==> src/logic/ebm_map.svh <==
`ifndef EBM_MAP_SVH
`define EBM_MAP_SVH

// size encodings on the bus and in requests
`define EBM_SIZ_LONG 2'h0
`define EBM_SIZ_BYTE 2'h1
`define EBM_SIZ_WORD 2'h2
`define EBM_SIZ_LINE 2'h3

// log2 of the byte count of each size
`define EBM_LG_BYTE 3'h0
`define EBM_LG_WORD 3'h1
`define EBM_LG_LONG 3'h2
`define EBM_LG_LINE 3'h4

// widths
`define EBM_ADDR_W 28
`define EBM_BUS_W 32
`define EBM_OPER_W 128

// bit counts used in shift arithmetic
`define EBM_BUS_BITS 6'h20
`define EBM_OPER_BITS 8'h80
`define EBM_BYTE_BITS 8'h08

// beat limits
`define EBM_BEAT_ONE 5'h01
`define EBM_BEAT_MAX 5'h10

`endif

==> src/logic/ebm_pkg.sv <==
`include "ebm_map.svh"

package ebm_pkg;

   typedef enum logic [1:0] {
      st_idle,
      st_start,
      st_wait
   } ebm_state_t;

   typedef struct packed {
      logic [`EBM_ADDR_W-1:0] addr;
      logic write;
      logic [1:0] oper_size;
      logic [1:0] port_size;
      logic [1:0] xfer_type;
      logic supervisor;
      logic is_code;
      logic is_dram;
      logic [`EBM_OPER_W-1:0] wdata;
   } ebm_req_t;

   typedef struct packed {
      logic [`EBM_OPER_W-1:0] rdata;
      logic err;
   } ebm_rsp_t;

endpackage

==> src/logic/ebm_seq.sv <==
// Overview of operation
// - wide operands split into 2..16 port transfers
// - first clock drives address, type, direction, start
// - size outputs show port width when splitting
// - direction low in first clock of writes
// - second clock: start off, privilege, data driven
// - sample sync ack each edge, hold data
// - next transfer: advance address, restart, code/data
// - release data bus after final acknowledged write
// - async ack ends all but DRAM transfers
// - async ack synchronized before ending a transfer
// - error ack during synchronizing ends in error
// - write data held until the terminating ack (sync, synchronized async or error)
// - async ack first asserted in the second clock gives one wait state
// - byte read from 8-bit port takes top lane
// - keep sampling, insert waits while ack negated
// - direction high in first clock of reads
// - access kind low for user in second clock
`timescale 1ns/100ps
`default_nettype none
`include "ebm_map.svh"

module ebm_seq (
   input wire logic clk,
   input wire logic rst_n,
   input wire logic req_valid,
   input wire ebm_pkg::ebm_req_t req,
   output logic req_ready,
   output logic rsp_valid,
   output ebm_pkg::ebm_rsp_t rsp,
   output logic [`EBM_ADDR_W-1:0] bus_addr,
   output logic [1:0] xfer_type,
   output logic [1:0] xfer_size,
   output logic rd_wr,
   output logic access_kind,
   output logic xfer_start_n,
   output logic [`EBM_BUS_W-1:0] data_out,
   output logic data_oe,
   input wire logic [`EBM_BUS_W-1:0] data_in,
   input wire logic sync_xfer_ack_n,
   input wire logic async_xfer_ack_n,
   input wire logic xfer_err_ack_n
);

   ebm_pkg::ebm_state_t state;
   logic [4:0] beats_left;
   logic [2:0] step_lg;
   logic [5:0] step_bits;
   logic write;
   logic supervisor;
   logic is_code;
   logic is_dram;
   logic [`EBM_OPER_W-1:0] wshift;
   logic [`EBM_OPER_W-1:0] rshift;
   logic ack_int;

   logic accept;
   logic ack_sync;
   logic ack_async;
   logic err;
   logic term;
   logic last;
   logic [2:0] req_op_lg;
   logic [2:0] req_pt_lg;
   logic [2:0] req_x_lg;
   logic [7:0] req_op_bits;
   logic [`EBM_OPER_W-1:0] next_wshift;
   logic [`EBM_OPER_W-1:0] next_rshift;
   logic [`EBM_OPER_W-1:0] lane;
   logic [`EBM_ADDR_W-1:0] step_bytes;

   function automatic logic [2:0] siz_lg(input logic [1:0] code);
      case (code)
         `EBM_SIZ_BYTE: siz_lg = `EBM_LG_BYTE;
         `EBM_SIZ_WORD: siz_lg = `EBM_LG_WORD;
         `EBM_SIZ_LONG: siz_lg = `EBM_LG_LONG;
         default: siz_lg = `EBM_LG_LINE;
      endcase
   endfunction

   // the acknowledge pin is asynchronous; only its synchronized form is used
   ebm_ack_sync u_ack_sync (
      .clk(clk),
      .rst_n(rst_n),
      .async_xfer_ack_n(async_xfer_ack_n),
      .ack_int(ack_int)
   );

   // request decode
   always_comb begin
      req_op_lg = siz_lg(req.oper_size);
      req_pt_lg = siz_lg(req.port_size);
      req_x_lg = (req_op_lg > req_pt_lg) ? req_pt_lg : req_op_lg;
      req_op_bits = `EBM_BYTE_BITS << req_op_lg;
   end

   assign req_ready = (state == ebm_pkg::st_idle);
   assign accept = req_valid && req_ready;

   // termination decode; every strobe on the bus is active low
   assign ack_sync = ~sync_xfer_ack_n;
   assign ack_async = ack_int && !is_dram;
   assign err = ~xfer_err_ack_n;
   assign term = (state == ebm_pkg::st_wait) && (ack_sync || ack_async || err);
   assign last = (beats_left == `EBM_BEAT_ONE) || err;

   // data path helpers
   assign step_bytes = `EBM_ADDR_W'(1) << step_lg;
   assign next_wshift = wshift << step_bits;
   assign lane = {{(`EBM_OPER_W-`EBM_BUS_W){1'b0}}, data_in >> (`EBM_BUS_BITS - step_bits)};
   assign next_rshift = (rshift << step_bits) | lane;

   // sequencer
   always_ff @(posedge clk) begin
      if (!rst_n) begin
         state <= ebm_pkg::st_idle;
      end else begin
         case (state)
            ebm_pkg::st_idle: begin
               if (accept) begin
                  state <= ebm_pkg::st_start;
               end
            end
            ebm_pkg::st_start: begin
               state <= ebm_pkg::st_wait;
            end
            ebm_pkg::st_wait: begin
               if (term) begin
                  state <= last ? ebm_pkg::st_idle : ebm_pkg::st_start;
               end
            end
            default: begin
               state <= ebm_pkg::st_idle;
            end
         endcase
      end
   end

   // beat count: operand bytes over port bytes, one when port is wider
   always_ff @(posedge clk) begin
      if (!rst_n) begin
         beats_left <= 5'h00;
         step_lg <= 3'h0;
         step_bits <= 6'h00;
      end else if (accept) begin
         beats_left <= `EBM_BEAT_ONE << (req_op_lg - req_x_lg);
         step_lg <= req_x_lg;
         step_bits <= 6'(`EBM_BYTE_BITS << req_x_lg);
      end else if (term && !last) begin
         beats_left <= beats_left - `EBM_BEAT_ONE;
      end
   end

   // transfer attributes held for the whole operand
   always_ff @(posedge clk) begin
      if (!rst_n) begin
         write <= 1'b0;
         supervisor <= 1'b0;
         is_code <= 1'b0;
         is_dram <= 1'b0;
         xfer_type <= 2'h0;
         xfer_size <= `EBM_SIZ_LONG;
         rd_wr <= 1'b1;
      end else if (accept) begin
         write <= req.write;
         supervisor <= req.supervisor;
         is_code <= req.is_code;
         is_dram <= req.is_dram;
         xfer_type <= req.xfer_type;
         xfer_size <= (req_op_lg > req_pt_lg) ? req.port_size : req.oper_size;
         rd_wr <= ~req.write;
      end
   end

   // address: next port-sized unit after each acknowledged transfer
   always_ff @(posedge clk) begin
      if (!rst_n) begin
         bus_addr <= '0;
      end else if (accept) begin
         bus_addr <= req.addr;
      end else if (term && !last) begin
         bus_addr <= bus_addr + step_bytes;
      end
   end

   // start strobe for one clock, then privilege in the remaining clocks
   assign xfer_start_n = ~(state == ebm_pkg::st_start);
   always_comb begin
      case (state)
         ebm_pkg::st_start: access_kind = is_code;
         ebm_pkg::st_wait: access_kind = supervisor;
         default: access_kind = 1'b0;
      endcase
   end

   // write data: most significant part first, held through waits
   always_ff @(posedge clk) begin
      if (!rst_n) begin
         wshift <= '0;
         data_out <= '0;
      end else if (accept) begin
         wshift <= req.wdata << (`EBM_OPER_BITS - req_op_bits);
         data_out <= `EBM_BUS_W'((req.wdata << (`EBM_OPER_BITS - req_op_bits)) >> (`EBM_OPER_W - `EBM_BUS_W));
      end else if (term && !last) begin
         wshift <= next_wshift;
         data_out <= next_wshift[`EBM_OPER_W-1 -: `EBM_BUS_W];
      end
   end

   // drive enable: on from the second clock, off after the final ack
   always_ff @(posedge clk) begin
      if (!rst_n) begin
         data_oe <= 1'b0;
      end else if (term && last) begin
         data_oe <= 1'b0;
      end else if (state == ebm_pkg::st_start && write) begin
         data_oe <= 1'b1;
      end
   end

   // read data capture on the terminating edge
   always_ff @(posedge clk) begin
      if (!rst_n) begin
         rshift <= '0;
      end else if (accept) begin
         rshift <= '0;
      end else if (term && !err && !write) begin
         rshift <= next_rshift;
      end
   end

   // completion
   always_ff @(posedge clk) begin
      if (!rst_n) begin
         rsp_valid <= 1'b0;
         rsp <= '0;
      end else begin
         rsp_valid <= term && last;
         if (term && last) begin
            rsp.err <= err;
            rsp.rdata <= (write || err) ? rshift : next_rshift;
         end
      end
   end
endmodule

`default_nettype wire

==> src/logic/ebm_ack_sync.sv <==
`timescale 1ns/100ps
`default_nettype none

module ebm_ack_sync (
   input wire logic clk,
   input wire logic rst_n,
   input wire logic async_xfer_ack_n,
   output logic ack_int
);

   logic stage1;

   // both stages on the falling edge: an acknowledge seen at the falling
   // edge of one clock is internal by the rising edge ending the next
   always_ff @(negedge clk) begin
      if (!rst_n) begin
         stage1 <= 1'b0;
         ack_int <= 1'b0;
      end else begin
         stage1 <= ~async_xfer_ack_n;
         ack_int <= stage1;
      end
   end
endmodule

`default_nettype wire

==> config.mk <==
export PLATFORM = sky130hd
export DESIGN_NAME = ebm_seq
export DESIGN_NICKNAME = d
export VERILOG_FILES = /design/src/logic/ebm_pkg.sv /design/src/logic/ebm_seq.sv /design/src/logic/ebm_ack_sync.sv
export VERILOG_INCLUDE_DIRS = /design/src /design/src/logic
export SDC_FILE = /design/constraint.sdc
export NUM_CORES = 1
export LEC_CHECK = 0
export BUFFER_PORTS_ARGS = -buffer_cell sky130_fd_sc_hd__buf_2
export CAP_MARGIN = 20
export CORE_MARGIN = 5
export CORE_UTILIZATION = 29
export DETAILED_ROUTE_END_ITERATION = 8
export PLACE_DENSITY_LB_ADDON = 0.1
export SETUP_SLACK_MARGIN = 0.2
export SLEW_MARGIN = 15
export SYNTH_ARGS = -nofsm -noshare
export SYNTH_HDL_FRONTEND = slang
export SYNTH_HIERARCHICAL = 1
export SYNTH_SLANG_ARGS = --single-unit
==> constraint.sdc <==
create_clock -name clk -period 5.35 [get_ports clk]
set_clock_uncertainty 0.1 [all_clocks]
set_input_delay 0.8025 -clock clk [delete_from_list [all_inputs] [get_ports clk]]
set_output_delay 0.8025 -clock clk [all_outputs]
set_load 0.02 [all_outputs]
Yosys cells after proc, flatten, opt, wreduce, memory -nomap -nowiden
Index checks and enable logic that the tools add are counted.
{"block": "word_totals", "out_inout_bits": 199, "word_cells": 91, "regBits": 474}
{"block": "op_classes", "n_mux": 18, "n_lt_le_gt_ge": 1, "eq_ne": 9, "bitwise_logic": 7, "shift": 8, "reduce_logical": 22, "addsub": 5}
{"operator": "$mux W128", "n": 3}
{"operator": "$shl A128 B6 Y128", "n": 2}
{"operator": "$or A128 B32 Y128", "n": 1}
{"operator": "$shl A128 B8 Y128", "n": 1}
{"operator": "$mux W32", "n": 2}
{"operator": "$mux W28", "n": 2}
{"operator": "$shr A32 B6 Y32", "n": 1}
{"operator": "$add A28 B28 Y28", "n": 1}
{"operator": "$shl A1 B3 Y28 const A", "n": 1}
{"operator": "$pmux W3 S3", "n": 2}
{"operator": "$mux W5", "n": 2}
{"operator": "$logic_and A1 B1 Y1", "n": 8}
{"operator": "$shl A4 B3 Y8 const A", "n": 1}
{"operator": "$sub A8 B8 Y8 const A", "n": 1}
{"operator": "$eq A2 B1 Y1 const B", "n": 3}
{"operator": "$eq A2 B2 Y1 const B", "n": 3}
{"operator": "$logic_not A2 Y1", "n": 3}
{"operator": "$mux W2", "n": 3}
{"operator": "$not A1 Y1", "n": 6}
{"operator": "$pmux W2 S3", "n": 1}
{"operator": "$shl A4 B3 Y6 const A", "n": 1}
{"operator": "$sub A6 B6 Y6 const A", "n": 1}
{"operator": "$eq A5 B1 Y1 const B", "n": 1}
{"operator": "$shl A1 B3 Y5 const A", "n": 1}
{"operator": "13 further kinds", "n": 19}

Logic depth before layout (Yosys ltp)
Gate-level depths: netlist (run 1).
{"block": "logic_depth", "depth_word": 8, "depth_mapped": 14, "depth_no_buf": 14}

Cells and area by module
Netlist (run 1), hierarchy kept.
{"mod": "ebm_seq", "seq_area_each_um2": 8748.4, "cells_each": 3406, "instances": 1, "area_per_inst_um2": 28876.4}
{"mod": "ebm_ack_sync", "seq_area_each_um2": 40.0, "cells_each": 5, "instances": 1, "area_per_inst_um2": 63.8}

==> impl_metrics.env, run 1 <==
export IMPL_portBuffers=402
export IMPL_tightestPinTransition_ns=1.051
export IMPL_dieHeight_um=325.9
export IMPL_worst_setup_path_start_kind="flip-flop"
export IMPL_synth_edff_count=0
export IMPL_async_flop_share_pct=0
export IMPL_cts_resized=0
export IMPL_antenna_found_initial=2
export IMPL_max_slew_margin_pct=29.74
export IMPL_cts_buffers_inserted=58
export IMPL_reg2reg_depth=6
export IMPL_crit_fanout=8
export IMPL_grt_pass1_vias=27160
export IMPL_clkSlewWorstSetupHoldPaths_ns=0.06
export IMPL_internal_power_mw=7.256
export IMPL_grt_pass1_wl_mm=189.6
export IMPL_drc=0
export IMPL_coreArea_um2=98710
export IMPL_setup_viol=0
export IMPL_cts_tree="done"
export IMPL_yosysWarnings=6
export IMPL_cp_end_kind="flip-flop"
export IMPL_clockRootBuffer="clkbuf_16"
export IMPL_min_path_cells=3
export IMPL_overflow=0
export IMPL_area_delta_synth_final_pct=16.97
export IMPL_start_util_pct=29.32
export IMPL_place_congestion=0.8584
export IMPL_cts_hold_buf=0
export IMPL_netlist_area_um2=28940
export IMPL_synth_nets=3642
export IMPL_setup_tns_ns=0
export IMPL_rsz0062_at_grt="no"
export IMPL_maxCapViolations=0
export IMPL_p_switching_mw=4.306
export IMPL_clock_path_buffers=3
export IMPL_cts_post_setup_buffers_inserted=0
export IMPL_vias_per_cell=5.586
export IMPL_ys_ff_latch=439
export IMPL_syn_avg_cell_area_um2=8.484
export IMPL_status="finished, final reports clean"
export IMPL_h_tree_depth=2
export IMPL_critical_path_required_ns=5.74
export IMPL_grt_max_degree=157
export IMPL_place_detailed_hpwl_mm=94.17
export IMPL_critical_path_class="reg -> reg"
export IMPL_ioPinCount=403
export IMPL_grt_use_total_pct=23.27
export IMPL_p_seq_share_pct=34.0
export IMPL_powerDensity_nw_per_um2=341.6
export IMPL_drt_iter0_drc=2085
export IMPL_leakagePower_nw=11.99
export IMPL_ys_seq_area_share_pct=30.37
export IMPL_synth_main_ff_cell="dfxtp_1"
export IMPL_nNetsFinal=3812
export IMPL_cp_arrival_ns=5.36
export IMPL_fillCellCount=10480
export IMPL_antenna_left=0
export IMPL_syn_inst=3411
export IMPL_wire_per_inst_um=26.26
export IMPL_synth_distinct_cells=72
export IMPL_holdCritPathClass="in -> reg"
export IMPL_clk_latency_ns=0.67
export IMPL_clock_sinks=439
export IMPL_fin_util_pct=34.29
export IMPL_vias=27460
export IMPL_drive_gt1_share_pct=22.66
export IMPL_p_sw_share_pct=37.25
export IMPL_hold_violations=0
export IMPL_wl_mm=129.1
export IMPL_ir_drop_uv=213.6
export IMPL_row_count=115
export IMPL_hold_ws_ns=0.2879
export IMPL_die_x_um=325.9
export IMPL_clockPowerShare_pct=35.7
export IMPL_die_area_um2=106200
export IMPL_firstDrtPassIters=5
export IMPL_power_frac_comb_pct=30.3
export IMPL_maxSlewViolCount=0
==> per-stage QoR <==
step	setup WS, ns	std cells	power [mW]	area [µm²]
CTS	0.4235	4915	11.67	33850
global route	0.2209	4915	12.14	33850
finish	0.3853	4916	11.56	33850
global placement	0.3397	4805	7.495	31840
floorplan	0.7378	3411	6.256	28940
detailed placement	0.4334	4807	7.479	31860
==> synth_stat cells, drive strengths merged (23+ instances only) <==
master | count | area (µm²)
mux4 | 136 | 3063
a221oi | 54 | 473.0
mux2 | 66 | 743.2
clkbuf | 216 | 810.8
buf | 160 | 849.6
nor3 | 44 | 225.2
inv | 23 | 86.33
xnor2 | 25 | 219.0
a22oi | 26 | 195.2
ha | 25 | 312.8
o22a | 24 | 210.2
o211ai | 30 | 225.2
a21oi | 277 | 1386
nand2 | 343 | 1287
a31oi | 29 | 181.4
a211oi | 191 | 1434
mux2i | 352 | 3523
o22ai | 113 | 706.9
nor2 | 429 | 1618
nand3 | 60 | 300.3
dfxtp | 439 | 8788
o21ai | 162 | 810.8
==> registers in the layout (all words and copies together), names as in the netlist <==
register            count
beats_left              5
bus_addr               28
data_oe                 1
data_out               32
is_code                 1
is_dram                 1
rd_wr                   1
rshift                128
rsp                   129
rsp_valid               1
state                   2
step_bits               3
step_lg                 3
supervisor              1
u_ack_sync/ack_int      1
u_ack_sync/stage1       1
write                   1
wshift                 96
xfer_size               2
xfer_type               2
==> cells in the final DEF (no fill, tap or decap), types with 19 or more instances in the layout <==
cell type  instances
a21oi_1          277
ha_1              22
xnor2_1           25
mux4_2           136
mux2i_1          352
o211ai_1          30
o22a_1            24
and2_1            19
nand2b_1          19
nor2_1           424
mux2_2            66
a31oi_1           29
a211oi_1         191
nand2_1          338
dfxtp_1          436
nor3_1            43
a221oi_1          54
a22oi_1           26
nand3_1           60
o21ai_0          161
buf_2            401
buf_4             66
o22ai_1          113
inv_1             21
clkbuf_16         59
==> critical path, cell delays in order, from the launching register on <==
cell       delay [ns]
dfxtp_1          0.30
nor2b_1          0.27
nor2_1           0.12
or4b_1           0.69
a2111oi_4        0.40
xnor2_1          0.15
a21oi_1          0.08
==> metal layers <==
| layer | share of wire, % | track usage (%) | up-vias | wire length, µm |
|---|---|---|---|---|
| li1 | - | - | 12980 | - |
| met1 | 44 | 30.74 | 13560 | 56700 |
| met2 | 49 | 40.02 | 801 | 62760 |
| met3 | 5.5 | 4.293 | 117 | 7050 |
| met4 | 2.0 | 4.587 | 2 | 2561 |
| met5 | 0.012 | 0 | - | 15 |
==> final cells by class <==
| cell class | count | area (µm²) | area share (%) |
|---|---|---|---|
| multi-input combinational | 2571 | 18510 | 54.68 |
| sequential | 439 | 8800 | 26.00 |
| timing repair buffer | 485 | 2845 | 8.405 |
| clock buffer | 81 | 1719 | 5.079 |
| tap | 1287 | 1610 | 4.757 |
| clock inverter | 28 | 272.8 | 0.8058 |
| inverter | 24 | 92.59 | 0.2735 |
| antenna | 1 | 2.502 | 0.007393 |
==> cells by family (layout without fill, tap and decap cells) <==
logic type,Yosys count,count (layout),share of synthesized area [%]
flip-flops,439,439,30.37
AO/OA/AOI/OAI,1000,1000,22.32
other,0,1,0
multiplexers,554,554,25.33
XOR/XNOR,29,29,0.8776
AND/OR/NAND/NOR,961,961,13.83
buffers and inverters,401,618,6.061
adder cells (fa/ha/maj),27,27,1.219
==> power by group through the flow <==
stage | sequential, mW | clock [mW] | combinational [mW]
2_1_floorplan | 3.88 | 0.00351 | 2.37
3_3_place_gp | 4.00 | 0.00351 | 3.49
3_5_place_dp | 3.99 | 0.00351 | 3.49
4_1_cts | 3.92 | 4.25 | 3.50
5_1_grt | 3.97 | 4.39 | 3.79
6_report | 3.93 | 4.13 | 3.50
==> final timing paths <==
kind	startpoint	endpoint	slack, ns
min	req[132]	xfer_type[1]$_SDFFE_PN0P_	0.29
min reg2reg	u_ack_sync/stage1$_SDFF_NN0_	u_ack_sync/ack_int$_SDFF_NN0_	0.35
max reg2reg	u_ack_sync/ack_int$_SDFF_NN0_	bus_addr[17]$_SDFFE_PN0P_	0.39
max	u_ack_sync/ack_int$_SDFF_NN0_	bus_addr[17]$_SDFFE_PN0P_	0.39
(Power assumes the default switching activity.)
==> run 2: changes to the inputs <==
CORE_MARGIN = 3   (was 5)
SYNTH_HIERARCHICAL = default   (was 1)
TNS_END_PERCENT = 50   (was default)
==> run 2 against run 1 <==
Effect of this change:
- first-iteration DRC count up 5.5%
- final cell count is 0.35% lower
- largest cell class unchanged
- core utilization fell by 0.092 points
- largest power group unchanged
- sequential share of layout area is essentially flat
- critical path type unchanged
- setup slack got worse by 0.011 ns
==> impl_metrics.env, run 2 <==
export IMPL_status="finished, final reports clean"
export IMPL_clockRootBuffer="clkbuf_16"
export IMPL_synth_top_area_share_pct=30.30
export IMPL_async_flop_share_pct=0
export IMPL_max_slew_margin_pct=20.94
export IMPL_drt_iter0_drc=2200
export IMPL_row_count=115
export IMPL_final_cells=4899
export IMPL_tightestPinTransition_ns=1.179
export IMPL_antenna_left=0
export IMPL_die_area_um2=103800
export IMPL_coreArea_um2=98850
export IMPL_fin_util_pct=34.20
export IMPL_p_switching_mw=4.245
export IMPL_clock_sinks=439
export IMPL_top_regs="rsp (129), rshift (128), wshift (96)"
export IMPL_final_cell_mix="dfxtp_1 (436), nor2_1 (412), buf_2 (402)"
export IMPL_drive_gt1_share_pct=22.32
export IMPL_crit_fanout=14
export IMPL_cts_tree="done"
export IMPL_holdCritPathClass="in -> reg"
export IMPL_place_congestion=0.9178
export IMPL_internal_power_mw=7.477
export IMPL_drc=0
export IMPL_h_tree_depth=2
export IMPL_synthTopCellsByCount="dfxtp_1 (439), nor2_1 (414), mux2i_1 (348), nand2_1 (327), a21oi_1 (280)"
export IMPL_yosysWarnings=0
export IMPL_ys_ff_latch=439
export IMPL_maxSlewViolCount=0
export IMPL_firstDrtPassIters=5
export IMPL_ys_seq_area_share_pct=30.30
export IMPL_area_delta_synth_final_pct=16.57
export IMPL_start_util_pct=29.34
export IMPL_syn_avg_cell_area_um2=8.525
export IMPL_nNetsFinal=3795
export IMPL_top_register="rsp"
export IMPL_overflow=0
export IMPL_layout_commonest_cell="dfxtp_1"
export IMPL_dieHeight_um=322.2
export IMPL_cp_end_kind="flip-flop"
export IMPL_p_sw_share_pct=36.22
export IMPL_cts_buffers_inserted=56
export IMPL_synth_top_area_cell="dfxtp_1"
export IMPL_dpl_cell_count=4792
export IMPL_vias=27550
export IMPL_antenna_found_initial=6
export IMPL_critical_path_required_ns=5.80
export IMPL_ioPinCount=403
export IMPL_die_x_um=322.2
export IMPL_critical_path_class="reg -> reg"
export IMPL_synth_edff_count=0
export IMPL_yosysMostFrequentCell="dfxtp_1"
export IMPL_cts_hold_buf=0
export IMPL_synth_main_ff_cell="dfxtp_1"
export IMPL_leakagePower_nw=11.99
export IMPL_yosys_top_cells_area="dfxtp_1 (30%), mux2i_1 (12%), mux4_2 (11%), nor2_1 (5.4%), a211oi_1 (5.0%)"
export IMPL_p_seq_share_pct=33.4
export IMPL_cts_resized=0
export IMPL_grt_max_degree=131
export IMPL_clk_latency_ns=0.64
export IMPL_hold_violations=0
export IMPL_rsz0062_at_grt="no"
export IMPL_portBuffers=402
export IMPL_wl_mm=127.3
export IMPL_clockPowerShare_pct=36.6
export IMPL_setup_tns_ns=0
export IMPL_fillCellCount=10350
export IMPL_grt_use_total_pct=23.57
export IMPL_syn_inst=3402
export IMPL_synth_distinct_cells=64
export IMPL_grt_pass1_wl_mm=185.3
export IMPL_cts_post_setup_buffers_inserted=0
export IMPL_ir_drop_uv=257.5
export IMPL_wire_per_inst_um=25.98
export IMPL_synth_nets=3633
export IMPL_clkSlewWorstSetupHoldPaths_ns=0.06
export IMPL_maxCapViolations=0
export IMPL_netlist_area_um2=29000
export IMPL_clock_path_buffers=3
export IMPL_design_power_total_mw=11.72
export IMPL_grt_pass1_vias=26540
export IMPL_largest_reg_flops=129
export IMPL_cp_arrival_ns=5.42
export IMPL_powerDensity_nw_per_um2=346.7
export IMPL_setup_viol=0
export IMPL_worst_setup_path_start_kind="flip-flop"
export IMPL_place_detailed_hpwl_mm=93.54
export IMPL_vias_per_cell=5.624
export IMPL_power_frac_comb_pct=30.0
[run 2: cell families (layout without fill, tap and decap cells)]
| kind of cell | after synthesis | in the layout | share of synthesized area, % |
|---|---|---|---|
| AOI/OAI and AO/OA | 1018 | 1018 | 22.47 |
| xor gates and xnor gates | 27 | 27 | 0.8153 |
| adders and majority gates | 27 | 27 | 1.217 |
| buffers and inverters | 398 | 607 | 6.372 |
| DFF | 439 | 439 | 30.30 |
| muxes | 549 | 549 | 25.09 |
| other | 0 | 1 | 0 |
| and+or+nand+nor | 944 | 944 | 13.73 |
[run 2: metrics by stage]
stage | cell area, µm² | setup WS, ns | hold WS [ns]
CTS | 33810 | 0.3884 | 0.2714
detailed placement | 31750 | 0.4121 | 0.3105
global route | 33810 | 0.2298 | 0.3071
finish | 33810 | 0.3738 | 0.3207
global placement | 31750 | 0.4549 | 0.3100
floorplan | 29000 | 0.8242 | 0.3057
[run 2: metal layers]
metal | global-route usage, % | wire, µm
met5 | 0 | 27
met3 | 4.982 | 8629
met1 | 33.49 | 59450
met2 | 36.53 | 56360
met4 | 5.474 | 2811
[run 2: power groups by stage]
stage / Clock [mW] / Sequential, mW / Combinational (mW)
after floorplan: 0.00351 / 3.88 / 2.40
final: 4.29 / 3.92 / 3.51
after detailed placement: 0.00351 / 3.98 / 3.51
after global routing: 4.52 / 3.96 / 3.81
after global placement: 0.00351 / 3.99 / 3.51
after CTS: 4.41 / 3.91 / 3.52
[run 2: critical path: stages (launching register included)]
cell      delay, ns
dfxtp_1        0.28
nor2b_1        0.14
o2111a_1       0.40
nor2_4         0.57
buf_4          0.34
buf_4          0.16
nand3_1        0.08
o21ai_0        0.10
[run 2: layout make-up]
type	count	area, µm²	share of cell area, %
Multi-Input combinational cell	2565	18450	54.57
Sequential cell	439	8800	26.03
Timing Repair Buffer	476	2796	8.271
Clock buffer	87	1679	4.967
Tap cell	1287	1610	4.763
Clock inverter	20	377.9	1.118
Inverter	24	93.84	0.2776
Antenna cell	1	2.502	0.007402
[run 2: final timing paths]
path | from | endpoint | slack (ns) | cells past startpoint
worst max register to register | u_ack_sync.ack_int$_SDFF_NN0_ | wshift[77]$_SDFFE_PN0P_ | 0.37 | 7
worst max-delay path | u_ack_sync.ack_int$_SDFF_NN0_ | wshift[77]$_SDFFE_PN0P_ | 0.37 | 7
worst min register to register | u_ack_sync.stage1$_SDFF_NN0_ | u_ack_sync.ack_int$_SDFF_NN0_ | 0.33 | 1
worst min-delay path | req[132] | xfer_type[1]$_SDFFE_PN0P_ | 0.32 | 3
==> run 3: changes to the inputs <==
CORE_ASPECT_RATIO = 0.75   (was default)
CTS_CLUSTER_DIAMETER = 30   (was default)
PLACE_DENSITY = 0.56   (was default)
PLACE_DENSITY_LB_ADDON = default   (was 0.1)
==> run 3 against run 2 <==
Effect of this change:
- global-route usage decreased by 0.54 points
- non-clock buffer count decreased by 10
- hold slack got worse by 0.083 ns
- routed wire length decreased by 2.0%
- critical path type unchanged
- critical endpoint is now rsp[122]$_SDFFE_PN0P_
- core utilization increased by 2.2 points
- sequential share of layout area decreased by 1.4 points
- sequential cell count unchanged
- critical path depth unchanged
- register-to-register slack improved by 0.095 ns
==> impl_metrics.env, run 3 (synthesized netlist as in run 2, its figures left out) <==
export IMPL_coreArea_um2=98230
export IMPL_cts_resized=0
export IMPL_cp_slowest_cell="dfxtp_1"
export IMPL_fin_util_pct=36.44
export IMPL_setup_viol=0
export IMPL_fillCellCount=10120
export IMPL_vias=28760
export IMPL_cp_arrival_ns=5.36
export IMPL_clk_latency_ns=0.73
export IMPL_design_power_total_mw=14.71
export IMPL_vias_per_cell=5.726
export IMPL_place_detailed_hpwl_mm=90.35
export IMPL_critical_path_class="reg -> reg"
export IMPL_place_congestion=0.9869
export IMPL_dieHeight_um=279.9
export IMPL_worst_setup_path_start_kind="flip-flop"
export IMPL_clockRootBuffer="clkbuf_16"
export IMPL_cts_hold_buf=0
export IMPL_grt_use_total_pct=23.02
export IMPL_hold_violations=0
export IMPL_powerDensity_nw_per_um2=411.0
export IMPL_antenna_left=0
export IMPL_clock_sinks=439
export IMPL_max_slew_margin_pct=25.72
export IMPL_setup_tns_ns=0
export IMPL_top_register="rsp"
export IMPL_grt_pass1_wl_mm=180.7
export IMPL_grt_pass1_vias=26210
export IMPL_die_area_um2=103900
export IMPL_cpPeakStageDelay_ns=0.29
export IMPL_wl_mm=124.7
export IMPL_ir_drop_uv=314.8
export IMPL_drt_iter0_drc=3165
export IMPL_h_tree_depth=3
export IMPL_layout_commonest_cell="dfxtp_1"
export IMPL_tightestPinTransition_ns=1.100
export IMPL_grt_max_degree=131
export IMPL_nNetsFinal=3843
export IMPL_cts_post_setup_buffers_inserted=0
export IMPL_top_regs="rsp (129), rshift (128), wshift (96)"
export IMPL_maxSlewViolCount=0
export IMPL_crit_fanout=89
export IMPL_post_place_ws_ns=0.4974
export IMPL_worstPathCellList="nor2b_1 -> nand3b_1 -> nand2_1 -> nor2_4 -> nand2_4 -> buf_12 -> o22ai_1"
export IMPL_drc=0
export IMPL_overflow=0
export IMPL_cp_end_kind="flip-flop"
export IMPL_final_cell_mix="dfxtp_1 (436), nor2_1 (412), buf_2 (401)"
export IMPL_ff_latch_area_um2=8800
export IMPL_cts_buffers_inserted=114
export IMPL_firstDrtPassIters=8
export IMPL_wire_per_inst_um=24.83
export IMPL_start_util_pct=29.53
export IMPL_holdCritPathClass="in -> reg"
export IMPL_antenna_found_initial=1
export IMPL_leakagePower_nw=12.96
export IMPL_status="finished, final reports clean"
export IMPL_area_delta_synth_final_pct=23.43
export IMPL_ioPinCount=403
export IMPL_row_count=99
export IMPL_die_x_um=371.2
export IMPL_cts_tree="done"
export IMPL_drive_gt1_share_pct=24.41
export IMPL_rsz0062_at_grt="no"
export IMPL_maxCapViolations=0
export IMPL_clkSlewWorstSetupHoldPaths_ns=0.04
export IMPL_largest_reg_flops=129
export IMPL_critical_path_required_ns=5.83
export IMPL_portBuffers=402
export IMPL_setup_ws_ns=0.4689
export IMPL_clock_path_buffers=3
export IMPL_multi_input_area_um2=18450
run 3: cell type report:
cell class              instances  share of cell area (%)
clock buffers                 145                   8.857
clock inverters                69                   2.597
flip-flops and latches        439                   24.58
repair buffers                466                   7.574
well taps                    1313                   4.589
diodes                          1                0.006990
inverters                      24                  0.2621
multi-input cells            2565                   51.53
run 3: final timing paths:
kind,to,slack [ns],depth (start not counted),start
setup reg to reg,rsp[122]$_SDFFE_PN0P_,0.47,7,u_ack_sync.ack_int$_SDFF_NN0_
hold / removal,supervisor$_SDFFE_PN0P_,0.24,3,req[130]
hold reg to reg,u_ack_sync.ack_int$_SDFF_NN0_,0.32,1,u_ack_sync.stage1$_SDFF_NN0_
setup / recovery,rsp[122]$_SDFFE_PN0P_,0.47,7,u_ack_sync.ack_int$_SDFF_NN0_
run 3: power breakdown:
| group | total [mW] | leakage, nW | internal, mW | switching [mW] |
|---|---|---|---|---|
| logic | 3.53 | 7.38 | 1.25 | 2.27 |
| registers | 3.94 | 3.57 | 3.56 | 0.379 |
| clock network | 7.25 | 2.01 | 4.95 | 2.30 |
run 3: per-layer routing:
| layer | global-route usage, % | wire, µm |
|---|---|---|
| met5 | 0 | 0 |
| met4 | 5.657 | 2794 |
| met3 | 7.623 | 14270 |
| met2 | 30.13 | 49110 |
| met1 | 35.36 | 58550 |
run 3: through the flow:
stage | instances | hold WS (ns) | cell area, µm²
2_1_floorplan | 3402 | 0.3057 | 29000
3_3_place_gp | 4808 | 0.3153 | 31700
3_5_place_dp | 4808 | 0.3115 | 31700
4_1_cts | 5021 | 0.1860 | 35800
5_1_grt | 5022 | 0.2100 | 35800
6_report | 5022 | 0.2376 | 35800
run 3: worst max-delay path, delay by kind of cell, from the launching register on:
kind                   cells  cell delay (ns)
flip-flops                 1             0.29
AO/OA/AOI/OAI              1             0.26
buffers and inverters      1             0.28
AND/OR/NAND/NOR            5             1.01
